==> config.mk <==
export PLATFORM = sky130hd
export DESIGN_NAME = pdmc_core
export DESIGN_NICKNAME = d
export VERILOG_FILES = /design/src/pdmc_pkg.sv /design/src/pdmc_link_if.sv /design/src/pdmc_core.sv /design/src/pdmc_parity.sv /design/src/pdmc_refresh.sv
export VERILOG_INCLUDE_DIRS = /design/src
export SDC_FILE = /design/constraint.sdc
export NUM_CORES = 1
export LEC_CHECK = 0
export BUFFER_PORTS_ARGS = -buffer_cell sky130_fd_sc_hd__buf_2
export CORE_MARGIN = 2
export CORE_UTILIZATION = 52
export DETAILED_ROUTE_END_ITERATION = 6
export PLACE_DENSITY = 0.92
export RECOVER_POWER = 100
export SYNTH_ARGS = -nofsm -noshare
export SYNTH_HDL_FRONTEND = slang
export SYNTH_SLANG_ARGS = --single-unit
==> constraint.sdc <==
create_clock -name CLK -period 4.3 [get_ports CLK]
set_input_delay 0.86 -clock CLK [delete_from_list [all_inputs] [get_ports CLK]]
set_output_delay 0.86 -clock CLK [all_outputs]
set_load 0.02 [all_outputs]
==> src/pdmc_params.svh <==
// constants for the parity dram module core
`ifndef PDMC_PARAMS_SVH
`define PDMC_PARAMS_SVH
`define PDMC_CSR_OFS 4'h0
`define PDMC_BIT_RPT_EN 0
`define PDMC_BIT_FORCE 2
`define PDMC_BIT_CAP_LO 5
`define PDMC_BIT_EXT 14
`define PDMC_BIT_ERR 15
`define PDMC_CSR_ONES 16'h001A
`define PDMC_CSR_RESET 16'h0000
`define PDMC_CLK_PERIOD_NS 10
`define PDMC_REF_PERIOD_NS 14500
`define PDMC_REF_CYCLES (`PDMC_REF_PERIOD_NS / `PDMC_CLK_PERIOD_NS)
`define PDMC_REF_MIN_COUNT 128
`define PDMC_REF_WINDOW_NS 2000000
`define PDMC_HALF_UNITS 9'h010
`define PDMC_FULL_UNITS 9'h020
`endif

==> src/pdmc_pkg.sv <==
// types shared by the parity dram module core
package pdmc_pkg;
  typedef enum logic [2:0] {
    ST_IDLE,
    ST_ROW,
    ST_COL,
    ST_REF,
    ST_END
  } pdmc_state_e;
  typedef logic [17:0] pdmc_word_t;
endpackage

==> src/pdmc_link_if.sv <==
// signals between the core and its parity and refresh helpers
`timescale 1ns/1ns
`default_nettype none
interface pdmc_link_if;
  logic [15:0] wdata;
  logic force_bad;
  logic [1:0] wpar;
  logic [17:0] rword;
  logic par_err;
  logic ref_req;
  logic ref_ack;
  logic [7:0] ref_addr;
  modport core (output wdata, force_bad, rword, ref_ack,
    input wpar, par_err, ref_req, ref_addr);
  modport par (input wdata, force_bad, rword, output wpar, par_err);
  modport refr (input ref_ack, output ref_req, ref_addr);
endinterface
`default_nettype wire

==> src/pdmc_core.sv <==
// parity dram module core: decode, strobes, parity and status register
// ------------------------------------------------------------------
// ------------------------------------------------------------------
//
// The plain strobed port and the register addresses were decided locally.
`timescale 1ns/1ns
`default_nettype none
`include "pdmc_params.svh"
module pdmc_core
  import pdmc_pkg::*;
#(
  parameter int REF_CYCLES = `PDMC_REF_CYCLES
)
(
  // clock and reset
  input wire logic CLK,
  input wire logic RESET_N,
  input wire logic BUS_INIT,
  // configuration options
  input wire logic [8:0] START_ADDR,
  input wire logic HALF_EN,
  input wire logic HALF_USE_ROW1,
  input wire logic TESTER_EN,
  input wire logic REPORT_EN,
  // memory request from bus handshake logic
  input wire logic REQ_VALID,
  input wire logic REQ_WRITE,
  input wire logic [21:0] REQ_ADDR,
  input wire logic [15:0] REQ_WDATA,
  input wire logic REQ_DATA_ADDRESS_LINE_16,
  output logic REQ_READY,
  output logic SELECTED,
  output logic [15:0] RD_DATA,
  output logic RD_VALID,
  output logic PERR_LINE16,
  output logic PERR_LINE17,
  output logic LATCHED_PARITY_FAULT,
  // storage array
  output logic [1:0] ROW_STROBE,
  output logic COL_STROBE,
  output logic [7:0] MEM_ADDR,
  output logic MEM_WE,
  output logic [17:0] MEM_WDATA,
  input wire logic [17:0] MEM_RDATA,
  // register port
  input wire logic [3:0] REG_ADDR,
  input wire logic [15:0] REG_WDATA,
  input wire logic REG_WR,
  input wire logic REG_RD,
  output logic [15:0] REG_RDATA
);
  pdmc_link_if lnk ();

  pdmc_parity u_par (
    .lnk(lnk.par)
  );

  pdmc_refresh #(
    .REF_CYCLES(REF_CYCLES)
  ) u_ref (
    .clk(CLK),
    .reset_n(RESET_N),
    .lnk(lnk.refr)
  );

  pdmc_state_e state_ff, nxt_state;
  logic [21:0] lat_addr_ff, nxt_lat_addr;
  logic lat_row_ff, nxt_lat_row;
  logic lat_write_ff, nxt_lat_write;
  logic [17:0] wword_ff, nxt_wword;
  logic [15:0] rd_data_ff, nxt_rd_data;
  logic rd_valid_ff, nxt_rd_valid;
  logic rpt_ff, nxt_rpt;
  logic fault_ff, nxt_fault;
  logic rpt_en_ff, nxt_rpt_en;
  logic force_ff, nxt_force;
  logic ext_ff, nxt_ext;
  logic err_ff, nxt_err;
  logic [6:0] cap_lo_ff, nxt_cap_lo;
  logic [3:0] cap_hi_ff, nxt_cap_hi;
  logic [15:0] reg_rdata_ff, nxt_reg_rdata;
  logic sel;
  logic sel_row;
  logic take_req;
  logic read_fault;
  logic csr_hit;

  // ----------------------------------------------------------------
  // module selection and row decode
  // ----------------------------------------------------------------
  // unit is 4K words; the full module spans 32 units, half spans 16
  function automatic logic [1:0] decode_sel(input logic [21:0] a,
    input logic [8:0] start, input logic half, input logic use1);
    logic [8:0] ofs;
    logic hit;
    logic row;
    ofs = 9'(a[21:13] - start);
    hit = (a[21:13] >= start) &&
      (ofs < (half ? `PDMC_HALF_UNITS : `PDMC_FULL_UNITS));
    row = half ? use1 : ofs[4];
    decode_sel = {row, hit};
  endfunction

  always_comb begin
    {sel_row, sel} = decode_sel(REQ_ADDR, START_ADDR, HALF_EN,
      HALF_USE_ROW1);
  end

  assign REQ_READY = (state_ff == ST_IDLE);
  assign take_req = REQ_READY & REQ_VALID & sel;
  assign SELECTED = sel;

  // ----------------------------------------------------------------
  // memory timing
  // ----------------------------------------------------------------
  // a bus request beats a pending refresh in the same idle cycle; the
  // refresh waits out every four-cycle access taken ahead of it, with no bound on how many
  always_comb begin
    nxt_state = state_ff;
    nxt_lat_addr = lat_addr_ff;
    nxt_lat_row = lat_row_ff;
    nxt_lat_write = lat_write_ff;
    nxt_wword = wword_ff;
    lnk.ref_ack = 1'b0;
    case (state_ff)
      ST_IDLE: begin
        if (take_req) begin
          nxt_lat_addr = REQ_ADDR;
          nxt_lat_row = sel_row;
          nxt_lat_write = REQ_WRITE;
          nxt_wword = {lnk.wpar, REQ_WDATA};
          nxt_state = ST_ROW;
        end else if (lnk.ref_req) begin
          lnk.ref_ack = 1'b1;
          nxt_state = ST_REF;
        end
      end
      ST_ROW: nxt_state = ST_COL;
      ST_COL: nxt_state = ST_END;
      ST_REF: nxt_state = ST_END;
      ST_END: nxt_state = ST_IDLE;
      default: nxt_state = ST_IDLE;
    endcase
  end

  always_ff @(posedge CLK or negedge RESET_N) begin
    if (!RESET_N) begin
      state_ff <= ST_IDLE;
      lat_addr_ff <= 22'h000000;
      lat_row_ff <= 1'b0;
      lat_write_ff <= 1'b0;
      wword_ff <= 18'h00000;
    end else begin
      state_ff <= nxt_state;
      lat_addr_ff <= nxt_lat_addr;
      lat_row_ff <= nxt_lat_row;
      lat_write_ff <= nxt_lat_write;
      wword_ff <= nxt_wword;
    end
  end

  assign lnk.wdata = REQ_WDATA;
  assign lnk.force_bad = force_ff | (TESTER_EN & REQ_DATA_ADDRESS_LINE_16);
  assign lnk.rword = MEM_RDATA;

  // ----------------------------------------------------------------
  // strobes and array address
  // ----------------------------------------------------------------
  // register traffic uses the register port and never enters here, so
  // no row strobe can fire for it
  always_comb begin
    ROW_STROBE = 2'b00;
    COL_STROBE = 1'b0;
    MEM_ADDR = 8'h00;
    case (state_ff)
      ST_ROW, ST_COL: begin
        ROW_STROBE = lat_row_ff ? 2'b10 : 2'b01;
        COL_STROBE = (state_ff == ST_COL);
        MEM_ADDR = (state_ff == ST_ROW) ? lat_addr_ff[16:9] :
          lat_addr_ff[8:1];
      end
      ST_REF: begin
        ROW_STROBE = 2'b11;
        MEM_ADDR = lnk.ref_addr;
      end
      default: ROW_STROBE = 2'b00;
    endcase
  end

  assign MEM_WE = (state_ff == ST_COL) & lat_write_ff;
  assign MEM_WDATA = wword_ff;

  // ----------------------------------------------------------------
  // read data, checking and reporting
  // ----------------------------------------------------------------
  assign read_fault = (state_ff == ST_COL) & ~lat_write_ff &
    lnk.par_err;

  always_comb begin
    nxt_rd_data = rd_data_ff;
    nxt_rd_valid = 1'b0;
    nxt_rpt = 1'b0;
    nxt_fault = fault_ff;
    if ((state_ff == ST_COL) && !lat_write_ff) begin
      nxt_rd_data = MEM_RDATA[15:0];
      nxt_rd_valid = 1'b1;
      nxt_fault = lnk.par_err;
      nxt_rpt = lnk.par_err & REPORT_EN & rpt_en_ff;
    end
  end

  always_ff @(posedge CLK or negedge RESET_N) begin
    if (!RESET_N) begin
      rd_data_ff <= 16'h0000;
      rd_valid_ff <= 1'b0;
      rpt_ff <= 1'b0;
      fault_ff <= 1'b0;
    end else begin
      rd_data_ff <= nxt_rd_data;
      rd_valid_ff <= nxt_rd_valid;
      rpt_ff <= nxt_rpt;
      fault_ff <= nxt_fault;
    end
  end

  assign RD_DATA = rd_data_ff;
  assign RD_VALID = rd_valid_ff;
  assign PERR_LINE16 = rpt_ff & err_ff;
  assign PERR_LINE17 = rpt_ff & err_ff;
  assign LATCHED_PARITY_FAULT = fault_ff;

  // ----------------------------------------------------------------
  // control and status register
  // ----------------------------------------------------------------
  assign csr_hit = (REG_ADDR == `PDMC_CSR_OFS);

  always_comb begin
    nxt_rpt_en = rpt_en_ff;
    nxt_force = force_ff;
    nxt_ext = ext_ff;
    nxt_err = err_ff;
    nxt_cap_lo = cap_lo_ff;
    nxt_cap_hi = cap_hi_ff;
    nxt_reg_rdata = 16'h0000;
    if (REG_WR && csr_hit) begin
      nxt_rpt_en = REG_WDATA[`PDMC_BIT_RPT_EN];
      nxt_force = REG_WDATA[`PDMC_BIT_FORCE];
      nxt_ext = REG_WDATA[`PDMC_BIT_EXT];
      nxt_err = REG_WDATA[`PDMC_BIT_ERR];
      nxt_cap_lo = REG_WDATA[11:5];
    end
    // a fault in the same cycle as a write wins over the written value
    if (read_fault) begin
      nxt_err = 1'b1;
      nxt_cap_lo = lat_addr_ff[17:11];
      nxt_cap_hi = lat_addr_ff[21:18];
    end
    if (BUS_INIT) begin
      nxt_rpt_en = 1'b0;
      nxt_force = 1'b0;
      nxt_ext = 1'b0;
      nxt_err = 1'b0;
    end
    if (REG_RD && csr_hit) begin
      nxt_reg_rdata = `PDMC_CSR_ONES;
      nxt_reg_rdata[`PDMC_BIT_RPT_EN] = rpt_en_ff;
      nxt_reg_rdata[`PDMC_BIT_FORCE] = force_ff;
      nxt_reg_rdata[11:5] = ext_ff ? {cap_lo_ff[6:4], cap_hi_ff} :
        cap_lo_ff;
      nxt_reg_rdata[`PDMC_BIT_EXT] = ext_ff;
      nxt_reg_rdata[`PDMC_BIT_ERR] = err_ff;
    end
  end

  // captured address is data, not control: bus init leaves it alone
  always_ff @(posedge CLK or negedge RESET_N) begin
    if (!RESET_N) begin
      rpt_en_ff <= 1'b0;
      force_ff <= 1'b0;
      ext_ff <= 1'b0;
      err_ff <= 1'b0;
      cap_lo_ff <= 7'h00;
      cap_hi_ff <= 4'h0;
      reg_rdata_ff <= `PDMC_CSR_RESET;
    end else begin
      rpt_en_ff <= nxt_rpt_en;
      force_ff <= nxt_force;
      ext_ff <= nxt_ext;
      err_ff <= nxt_err;
      cap_lo_ff <= nxt_cap_lo;
      cap_hi_ff <= nxt_cap_hi;
      reg_rdata_ff <= nxt_reg_rdata;
    end
  end

  assign REG_RDATA = reg_rdata_ff;

  // ----------------------------------------------------------------
  // checks
  // ----------------------------------------------------------------
  a_sel_range: assert property (@(posedge CLK) disable iff (!RESET_N)
    take_req |-> (REQ_ADDR[21:13] >= START_ADDR) &&
      (9'(REQ_ADDR[21:13] - START_ADDR) <
        (HALF_EN ? 9'h010 : 9'h020)))
    else $error("selected outside configured range");

  a_one_row: assert property (@(posedge CLK) disable iff (!RESET_N)
    COL_STROBE |-> $onehot(ROW_STROBE))
    else $error("column strobe without exactly one row strobe");

  a_ref_all_rows: assert property (@(posedge CLK) disable iff (!RESET_N)
    lnk.ref_ack |=> (ROW_STROBE == 2'b11) && !COL_STROBE
      && (MEM_ADDR == $past(lnk.ref_addr)))
    else $error("refresh cycle strobes wrong");

  a_half_row: assert property (@(posedge CLK) disable iff (!RESET_N)
    take_req && HALF_EN |=> ROW_STROBE[HALF_USE_ROW1 ? 1 : 0]
      && !ROW_STROBE[HALF_USE_ROW1 ? 0 : 1])
    else $error("half option used wrong row");

  a_upper_row: assert property (@(posedge CLK) disable iff (!RESET_N)
    take_req && !HALF_EN && (9'(REQ_ADDR[21:13] - START_ADDR) >= 9'h010)
      |=> ROW_STROBE == 2'b10)
    else $error("second half not on row 1");

  a_addr_stable: assert property (@(posedge CLK) disable iff (!RESET_N)
    (state_ff == ST_ROW) |=> $stable(lat_addr_ff) && COL_STROBE
      ##1 $stable(lat_addr_ff))
    else $error("latched address moved during cycle");

  a_wpar_gen: assert property (@(posedge CLK) disable iff (!RESET_N)
    take_req && !lnk.force_bad |=> (^{wword_ff[16], wword_ff[7:0]} == 1'b1)
      && (^{wword_ff[17], wword_ff[15:8]} == 1'b0))
    else $error("generated parity wrong");

  a_err_sets: assert property (@(posedge CLK) disable iff (!RESET_N)
    read_fault && !BUS_INIT |=> err_ff && fault_ff
      && cap_lo_ff == $past(lat_addr_ff[17:11]))
    else $error("fault not captured");

  a_no_wr_check: assert property (@(posedge CLK) disable iff (!RESET_N)
    MEM_WE |=> !rd_valid_ff && !rpt_ff)
    else $error("write cycle checked parity");

  a_report_lines: assert property (@(posedge CLK) disable iff (!RESET_N)
    PERR_LINE16 |-> PERR_LINE17 && err_ff && rpt_en_ff && RD_VALID)
    else $error("report lines without enable");
endmodule
`default_nettype wire

==> src/pdmc_parity.sv <==
// byte parity generator and checker
`timescale 1ns/1ns
`default_nettype none
module pdmc_parity
  import pdmc_pkg::*;
(
  // link to the core
  pdmc_link_if.par lnk
);
  logic [1:0] gen;

  // ----------------------------------------------------------------
  // generation: low byte odd, high byte even
  // ----------------------------------------------------------------
  always_comb begin
    gen[0] = ~(^lnk.wdata[7:0]);
    gen[1] = ^lnk.wdata[15:8];
    lnk.wpar = lnk.force_bad ? ~gen : gen;
  end

  // ----------------------------------------------------------------
  // checking: byte 0 group even, byte 1 group odd
  // ----------------------------------------------------------------
  always_comb begin
    lnk.par_err = (^{lnk.rword[16], lnk.rword[7:0]}) |
      ~(^{lnk.rword[17], lnk.rword[15:8]});
  end
endmodule
`default_nettype wire

==> src/pdmc_refresh.sv <==
// refresh request timer and refresh address counter
`timescale 1ns/1ns
`default_nettype none
`include "pdmc_params.svh"
module pdmc_refresh
  import pdmc_pkg::*;
#(
  parameter int REF_CYCLES = `PDMC_REF_CYCLES
)
(
  // clock and reset
  input wire logic clk,
  input wire logic reset_n,
  // link to the core
  pdmc_link_if.refr lnk
);
  logic [12:0] cnt_ff, nxt_cnt;
  logic pend_ff, nxt_pend;
  logic [7:0] addr_ff, nxt_addr;
  logic wrap;

  // ----------------------------------------------------------------
  // request every period; a wrap in the ack cycle is kept
  // ----------------------------------------------------------------
  always_comb begin
    wrap = (cnt_ff == 13'(REF_CYCLES - 1));
    nxt_cnt = wrap ? 13'h0000 : 13'(cnt_ff + 13'h0001);
    nxt_pend = wrap | (pend_ff & ~lnk.ref_ack);
    nxt_addr = wrap ? 8'(addr_ff + 8'h01) : addr_ff;
  end

  always_ff @(posedge clk or negedge reset_n) begin
    if (!reset_n) begin
      cnt_ff <= 13'h0000;
      pend_ff <= 1'b0;
      addr_ff <= 8'h00;
    end else begin
      cnt_ff <= nxt_cnt;
      pend_ff <= nxt_pend;
      addr_ff <= nxt_addr;
    end
  end

  assign lnk.ref_req = pend_ff;
  assign lnk.ref_addr = addr_ff;

  a_ref_raised: assert property (@(posedge clk) disable iff (!reset_n)
    wrap |=> pend_ff)
    else $error("refresh request not raised at period end");
endmodule
`default_nettype wire

# After elaboration in Yosys (flattened, before gate mapping)

Index checks and enable logic that the tools add are counted.

Add/subtract/negate cells: 3
$mul: 0
Divide/modulo/power cells: 0
$lt $le $gt $ge: 2
Eq/ne operators: 5
Shift-type cells: 0
Mux-type cells: 30
Bitwise logic cells: 18
Reduce and logical (&&, ||, !) cells: 17

Operators by type and width:

| cell                  | count |
|---|---|
| $reduce_xor 9->1      | 2 |
| $mux 1                | 16 |
| $mux 16               | 1 |
| $pmux 8 s2            | 1 |
| $reduce_xor 8->1      | 2 |
| $mux 7                | 2 |
| $add 13x1->13 const B | 1 |
| $eq 13x11->1 const B  | 1 |
| $mux 13               | 1 |
| $and 1x1->1           | 10 |
| $ge 9x9->1            | 1 |
| $lt 9x6->1            | 1 |
| $pmux 3 s3            | 1 |
| $sub 9x9->9           | 1 |
| $add 8x1->8 const B   | 1 |
| $mux 8                | 1 |
| $eq 3x2->1 const B    | 2 |
| $mux 3                | 2 |
| $mux 6                | 1 |
| $logic_and 1x1->1     | 4 |
| $logic_not 4->1       | 1 |
| $mux 2                | 2 |
| $mux 4                | 1 |
| $not 1->1             | 4 |
| 11 further kinds      | 15 |

Register bits after elaboration: 117
Bits in latches: 0
Memory bits (writable): 0
Memory bits (read-only): 0
Word-level logic and storage cells: 94
Memories kept: 0

# Logic depth before layout (Yosys ltp)

Gate-level depths: netlist of the first run.

Depth after elaboration: 9
Gate-level depth with buffers: 14
Depth with buffers taken out: 13

# Hierarchy

From an unflattened synthesis of the first run, not the netlist that was laid out.

Cells, all modules: 451
Area, all modules: 5599.1 µm²

Modules (own cells, without submodules):

| module       | instances | cells an instance | area an instance (µm²) | sequential area each (µm²) |
|---|---|---|---|---|
| pdmc_core    | 1         | 335               | 4290.4                 | 2252.2 |
| pdmc_refresh | 1         | 85                | 1014.7                 | 550.5 |
| pdmc_parity  | 1         | 31                | 294.0                  | 0.0 |

# Worst setup path after synthesis of the first run

Ideal clock, no wire load.

Kind: input to output
Start point: in START_ADDR[1]
End point: out SELECTED
Arrival time: 3.081 ns
Setup slack: 0.359 ns
Stages on the path: 12
Path buffers: 0
Path through: inv_1 -> ha_1 -> nor2b_4 -> o31a_1 -> nor2b_1 -> xnor2_1 -> ha_1 -> o21bai_1 -> nor3b_1 -> and3_1 -> nor3_1 -> nor3_1

Word-level cells in the longest chain between the ends: 3

Ends and longest elaborated chain:

| item                  | line            | RTL |
|---|---|---|
| start, declared       | pdmc_core.sv:20 | `input wire logic [8:0] START_ADDR,` |
| $sub 9x9->9           | pdmc_core.sv:97 | `ofs = 9'(a[21:13] - start);` |
| $lt 9x6->1            | pdmc_core.sv:99 | `` (ofs < (half ? `PDMC_HALF_UNITS : `PDMC_FULL_UNITS)); `` |
| $logic_and 1x1->1 (*) | pdmc_core.sv:98 | `hit = (a[21:13] >= start) &&` |
| end, declared         | pdmc_core.sv:32 | `output logic SELECTED,` |

Every way passes the cells marked *; elsewhere a longest branch is shown, timed or not.

# Worst setup path in the final report of the first run

Same ends and word-level chain as after synthesis.

==> results.json, run 1 <==
{
  "syn-cell-area_mm2": 0.005537,
  "cts.sinks": 112,
  "power.density_mw_per_mm2": 497.6,
  "worstSetupStartpointType": "primary input",
  "cts_buffers": 9,
  "wl_mm": 12.30,
  "yosys_warnings": 0,
  "dp_cells": 716,
  "worst_r2r_endpoint": "cap_lo_ff[0]$_DFFE_PN0P_",
  "ys_types": 47,
  "cts_root_buf": "clkbuf_8",
  "via_per_inst": 5.320,
  "synth_seq_cells": 112,
  "place.gp.congestion": 0.8115,
  "place_area_mm2": 0.006420,
  "die_w_um": 107.2,
  "grt_pass1_wl_mm": 19.24,
  "io_buffer_count": 156,
  "syn_to_final_growth_pct": 15.30,
  "synth_edf_count": 0,
  "start_util": 0.5363,
  "drcViolationCount": 0,
  "crit_buf_inv": 3,
  "hold_class": "reg -> reg",
  "ys_seq_area_frac": 0.5062,
  "grt.total_usage": 0.2140,
  "drive_above_1_share": 0.2701,
  "fin_crit_ns": 4.091,
  "die-area_mm2": 0.01149,
  "power.leakage_nw": 3.115,
  "rows": 37,
  "utilization": 0.6183,
  "vias": 3894,
  "worstPathRequired_ns": 3.44,
  "first_pass_iters": 5,
  "tns_ns": 0,
  "max_stage_delay_ns": 0.28,
  "antenna_found_initial": 0,
  "cpMaxStageDelayCell": "ha_1",
  "register_area_mm2": 0.002803,
  "syn_avg_cell_area_um2": 12.70,
  "fp.dieH_um": 107.2,
  "first_global_vias": 3974,
  "design_area_mm2": 0.006384,
  "worst_pin_slew_ns": 3.050,
  "instances_no_fill": 732,
  "cp.depth": 14,
  "cts_buffer_depth": 2,
  "period_share": 0.9515,
  "wl_per_cell_um": 16.80,
  "multi_input_area_mm2": 0.002401,
  "reg2reg_depth": 5,
  "worstSkewPairLatency_ns": 0.38,
  "synth_top_area_frac": 0.5062,
  "drt_iter0_drc": 257,
  "critPathTopFamily": "simple AND/OR/NAND/NOR gates",
  "nets": 701,
  "crit_chain": "buf_2 -> inv_1 -> ha_1 -> nor2b_4 -> o31a_1 -> nor2b_1 -> xnor2_1 -> ha_1 -> o21bai_1 -> nor3b_1 -> and3_1 -> nor3_1 -> nor3_2 -> clkbuf_2",
  "timing.fmax_ghz": 0.2444,
  "path_common_cell": "ha_1",
  "vdd_drop_max_uv": 302.1,
  "hpwl_mm": 9.456,
  "diodes": 0,
  "fillers": 844,
  "async_flop_share": 1.000,
  "cap_violations": 2,
  "grt_max_degree": 60,
  "ios": 165,
  "worstPathArrival_ns": 3.23,
  "drtAntennaViolNets": 0,
  "endpoint_kind": "output port",
  "grt_setup_unrepaired": "false",
  "skew_ns": 0.01822,
  "cp_max_fo": 3,
  "hold_viol": 0,
  "rr_startpoint": "state_ff[1]$_DFFE_PN0P_",
  "synth_area_leader_cell": "dfrtp_1",
  "reg2reg_slack_ns": 0.31,
  "setup_viol_count_final": 0,
  "critPathKind": "in -> out",
  "synth_flop_cell": "dfrtp_1",
  "violations": "capacitance limit, slew limit",
  "grt-ovfl-total": 0,
  "max_slew_margin": -1.034,
  "netlist_instances": 436,
  "cp-startpoint": "START_ADDR[1]",
  "coreArea_mm2": 0.01032,
  "cts_tree": "done",
  "clkTransAtPathRegs_ns": 0.11,
  "crit_path_end": "SELECTED",
  "status": "finished, violations left",
  "h-tree-depth": 3,
  "synth.area.top_cells": "dfrtp_1, mux2_4, mux2_2, xnor2_1, ha_1",
  "slew_viol_final": 68
}
==> cell usage in the layout, fill, tap and decap left out, drive strengths merged, types with 15 or more instances in the layout <==
master and count:
dfrtp 112, buf 89, mux2 85, clkbuf 83, xnor2 40, nor2 30
inv 19, and3 17, nand2 15
==> synthesized netlist by cell type, types with 2 or more instances <==
cell type	instances
nand3_1	10
mux2_2	46
nor2b_1	2
a31oi_1	2
buf_2	2
a21oi_1	10
nand2_1	15
mux2_4	39
and4_1	2
buf_4	5
xor2_1	13
xnor2_1	40
nor3_1	4
dfrtp_1	112
a21o_1	2
nor4bb_1	2
inv_1	16
o21ai_0	4
nor2_1	30
clkbuf_1	9
and3_1	17
a22oi_1	8
mux2i_1	6
nand4_1	2
ha_1	13
buf_6	4
==> repair_timing <==
action	in CTS	in global routing
setup endpoints to repair	0	1
resized for setup	0	2
hold buffers	0	0
setup buffers	0	0
==> flip-flops by register name (all words and copies together), names as in the netlist, 3 cells and up <==
register,cells
MEM_WDATA,18
state_ff,3
RD_DATA,16
REG_RDATA,12
u_ref.cnt_ff,13
cap_hi_ff,4
cap_lo_ff,7
u_ref.lnk.ref_addr,8
lat_addr_ff,21
==> worst min path at each step <==
| stage | endpoint | from | slack (ns) | cells past startpoint |
|---|---|---|---|---|
| floorplan | u_ref.lnk.ref_addr[7]$_DFFE_PN0N_ | u_ref.lnk.ref_addr[7]$_DFFE_PN0N_ | 0.44 | 1 |
| global placement | u_ref.lnk.ref_addr[7]$_DFFE_PN0N_ | u_ref.lnk.ref_addr[7]$_DFFE_PN0N_ | 0.46 | 1 |
| detailed placement | u_ref.lnk.ref_addr[7]$_DFFE_PN0N_ | u_ref.lnk.ref_addr[7]$_DFFE_PN0N_ | 0.46 | 1 |
| CTS | u_ref.lnk.ref_addr[7]$_DFFE_PN0N_ | u_ref.lnk.ref_addr[7]$_DFFE_PN0N_ | 0.49 | 1 |
| global route | u_ref.lnk.ref_addr[6]$_DFFE_PN0N_ | u_ref.lnk.ref_addr[6]$_DFFE_PN0N_ | 0.52 | 1 |
| finish | u_ref.lnk.ref_addr[7]$_DFFE_PN0N_ | u_ref.lnk.ref_addr[7]$_DFFE_PN0N_ | 0.49 | 1 |
==> cell type report <==
class | instances | area share
repair buffers | 163 | 0.1143
well taps | 136 | 0.02666
flip-flops and latches | 112 | 0.4390
inverters | 16 | 0.009408
multi-input cells | 289 | 0.3761
clock inverters | 7 | 0.01509
clock buffers | 9 | 0.01940
==> cell families after synthesis <==
group,synth area share
compound gates,0.04475
xor+xnor,0.08384
fa+ha+maj,0.03119
buf+inv,0.03367
flops,0.5062
mux,0.2102
other cells,0.0006773
simple gates,0.08949
==> metal layers <==
| layer | part of all wire | GRT usage | vias up |
|---|---|---|---|
| met1 | 0.42 | 0.2776 | 1915 |
| met3 | 0.056 | 0.03647 | 12 |
| met5 | 0 | 0 | - |
| met2 | 0.51 | 0.3712 | 150 |
| li1 | - | - | 1817 |
| met4 | 0.012 | 0.05751 | 0 |
==> stage by stage <==
step	hold slack, ns	total power [mW]	setup slack (ns)
CTS	0.4865	3.393	0.1605
finish	0.4880	3.176	0.2087
floorplan	0.4401	2.319	0.3587
global route	0.5152	3.345	0.05073
global placement	0.4578	2.655	0.2773
detailed placement	0.4642	2.720	0.2065
==> where the power goes <==
part	internal, mW	switching (mW)	leakage [nW]
sequential	1.37	0.207	1.46
combinational	0.411	0.519	1.55
clock	0.288	0.387	0.108
total	2.06	1.11	3.12
Note: power is estimated with default switching activity, not from simulation.
==> run 2: changes to the inputs <==
--- a/config.mk
+++ b/config.mk
@@ -10,6 +10,7 @@
 export CORE_MARGIN = 2
 export CORE_UTILIZATION = 52
 export DETAILED_ROUTE_END_ITERATION = 6
+export GPL_TIMING_DRIVEN = 0
 export PLACE_DENSITY = 0.92
 export RECOVER_POWER = 100
 export SYNTH_ARGS = -nofsm -noshare
==> run 2 against run 1 <==
Compared with the run above: clock power down 11%; global-route usage up 0.43 points; worst setup slack worse by 0.038 ns; non-clock buffer count up 14; highest routed layer unchanged; sequential power about the same; routed wire length up 0.43%; the run still ends with capacitance limit, slew limit left; worst hold slack worse by 0.0073 ns; final area up 1.2%; final cell count up 1.9%.
==> results.json, run 2 (synthesis results as in run 1) <==
{
  "die-area_mm2": 0.01149,
  "endpoint_kind": "output port",
  "grt_setup_unrepaired": "false",
  "layout_commonest_cell": "dfrtp_1",
  "period_share": 0.9603,
  "utilization": 0.6260,
  "power.density_mw_per_mm2": 484.7,
  "cts_root_buf": "clkbuf_8",
  "grt.total_usage": 0.2183,
  "cp_max_fo": 7,
  "instances_no_fill": 746,
  "first_global_vias": 4060,
  "cap_violations": 2,
  "h-tree-depth": 3,
  "cts.sinks": 112,
  "wl_per_cell_um": 16.56,
  "vdd_drop_max_uv": 324.9,
  "max_stage_delay_ns": 0.40,
  "worstPathRequired_ns": 3.44,
  "critPathKind": "in -> out",
  "largest_reg_flops": 21,
  "register_area_mm2": 0.002803,
  "crit_chain": "buf_2 -> inv_1 -> ha_1 -> o211a_1 -> o31a_1 -> nor2b_1 -> xnor2_1 -> ha_1 -> o21bai_1 -> nor3b_1 -> and3_1 -> nor3_1 -> nor3_2 -> buf_2",
  "cts_buffer_depth": 2,
  "top_register": "lat_addr_ff",
  "worstSetupStartpointType": "primary input",
  "dp_cells": 730,
  "hold_class": "reg -> reg",
  "slew_viol_final": 62,
  "min-delay-start": "u_ref.lnk.ref_addr[7]$_DFFE_PN0N_",
  "grt_pass1_wl_mm": 19.55,
  "cts_tree": "done",
  "vias": 3975,
  "setup_viol_count_final": 0,
  "wl_mm": 12.35,
  "drtAntennaViolNets": 0,
  "drive_above_1_share": 0.2754,
  "grt-ovfl-total": 0,
  "diodes": 0,
  "status": "finished, violations left",
  "grt_max_degree": 63,
  "start_util": 0.5363,
  "timing.fmax_ghz": 0.2422,
  "drcViolationCount": 0,
  "multi_input_area_mm2": 0.002421,
  "power.leakage_nw": 3.156,
  "fp.dieH_um": 107.2,
  "cp-startpoint": "START_ADDR[4]",
  "post_cts_buffers": 0,
  "coreArea_mm2": 0.01032,
  "hold_viol": 0,
  "drt_iter0_drc": 170,
  "place_area_mm2": 0.006521,
  "worst_pin_slew_ns": 2.673,
  "die_w_um": 107.2,
  "place.gp.congestion": 0.8328,
  "fin_crit_ns": 4.129,
  "violations": "capacitance limit, slew limit",
  "cpMaxStageDelayCell": "ha_1",
  "design_area_mm2": 0.006462,
  "fillers": 818,
  "worstSkewPairLatency_ns": 0.39,
  "antenna_found_initial": 0,
  "clkTransAtPathRegs_ns": 0.10,
  "first_pass_iters": 4,
  "worstPathArrival_ns": 3.27,
  "tns_ns": 0,
  "hpwl_mm": 9.599,
  "max_slew_margin": -0.7822,
  "nets": 715,
  "crit_buf_inv": 3,
  "layout_common_cells": "dfrtp_1, buf_2, clkbuf_1",
  "ios": 165,
  "io_buffer_count": 156,
  "rows": 37,
  "rr_startpoint": "state_ff[0]$_DFFE_PN0P_",
  "syn_to_final_growth_pct": 16.72,
  "cts_buffers": 9,
  "via_per_inst": 5.328,
  "critPathTopFamily": "simple AND/OR/NAND/NOR gates",
  "skew_ns": 0.01462
}
-- run 2: cell types whose count changed in the layout (fill, tap and decap cells not counted), sizes merged --
cell    change
clkinv      +1
bufinv      -1
buf        +10
clkbuf      +4
-- run 2: power by group --
part | leakage, nW | switching [mW] | internal [mW]
Combinational | 1.60 | 0.524 | 0.434
Clock | 0.0936 | 0.381 | 0.222
Sequential | 1.46 | 0.206 | 1.37
-- run 2: layout make-up --
| type | instances | share of cell area |
|---|---|---|
| Clock inverter | 7 | 0.009487 |
| Inverter | 16 | 0.009293 |
| Timing Repair Buffer | 157 | 0.1125 |
| Buffer | 20 | 0.01491 |
| Tap cell | 136 | 0.02633 |
| Multi-Input combinational cell | 289 | 0.3746 |
| Clock buffer | 9 | 0.01917 |
| Sequential cell | 112 | 0.4337 |
-- run 2: timing repair --
item,CTS,global route
endpoints found under the setup margin,0,1
hold buffers,0,0
hold endpoints to repair,0,0
gates resized for setup,0,1
-- run 2: through the flow --
step                power [mW]  setup slack (ns)  hold WS (ns)
floorplan                2.319            0.3587        0.4401
finish                   3.132            0.1709        0.4806
global placement         2.657            0.1483        0.4573
global route             3.298          0.009884        0.5022
detailed placement       2.727           0.06419        0.4627
CTS                      3.322           0.03937        0.4785
-- run 2: path summary, 6_finish.rpt --
| kind | end | slack [ns] | cells past startpoint |
|---|---|---|---|
| setup / recovery | SELECTED | 0.17 | 14 |
| hold / removal | u_ref.lnk.ref_addr[7]$_DFFE_PN0N_ | 0.48 | 1 |
| setup reg to reg | cap_lo_ff[2]$_DFFE_PN0P_ | 0.36 | 5 |
| hold reg to reg | u_ref.lnk.ref_addr[7]$_DFFE_PN0N_ | 0.48 | 1 |
| max in group asynchronous | cap_lo_ff[2]$_DFFE_PN0P_ | 1.48 | 1 |
| min in group asynchronous | RD_DATA[1]$_DFFE_PN0P_ | 1.29 | 1 |
-- run 2: layer usage --
metal / track usage / vias up / part of all wire
met4: 0.07050 / 0 / 0.017
met1: 0.2784 / 1968 / 0.40
met5: 0 / - / 0
met2: 0.3743 / 153 / 0.51
met3: 0.04195 / 20 / 0.067
li1: - / 1834 / -
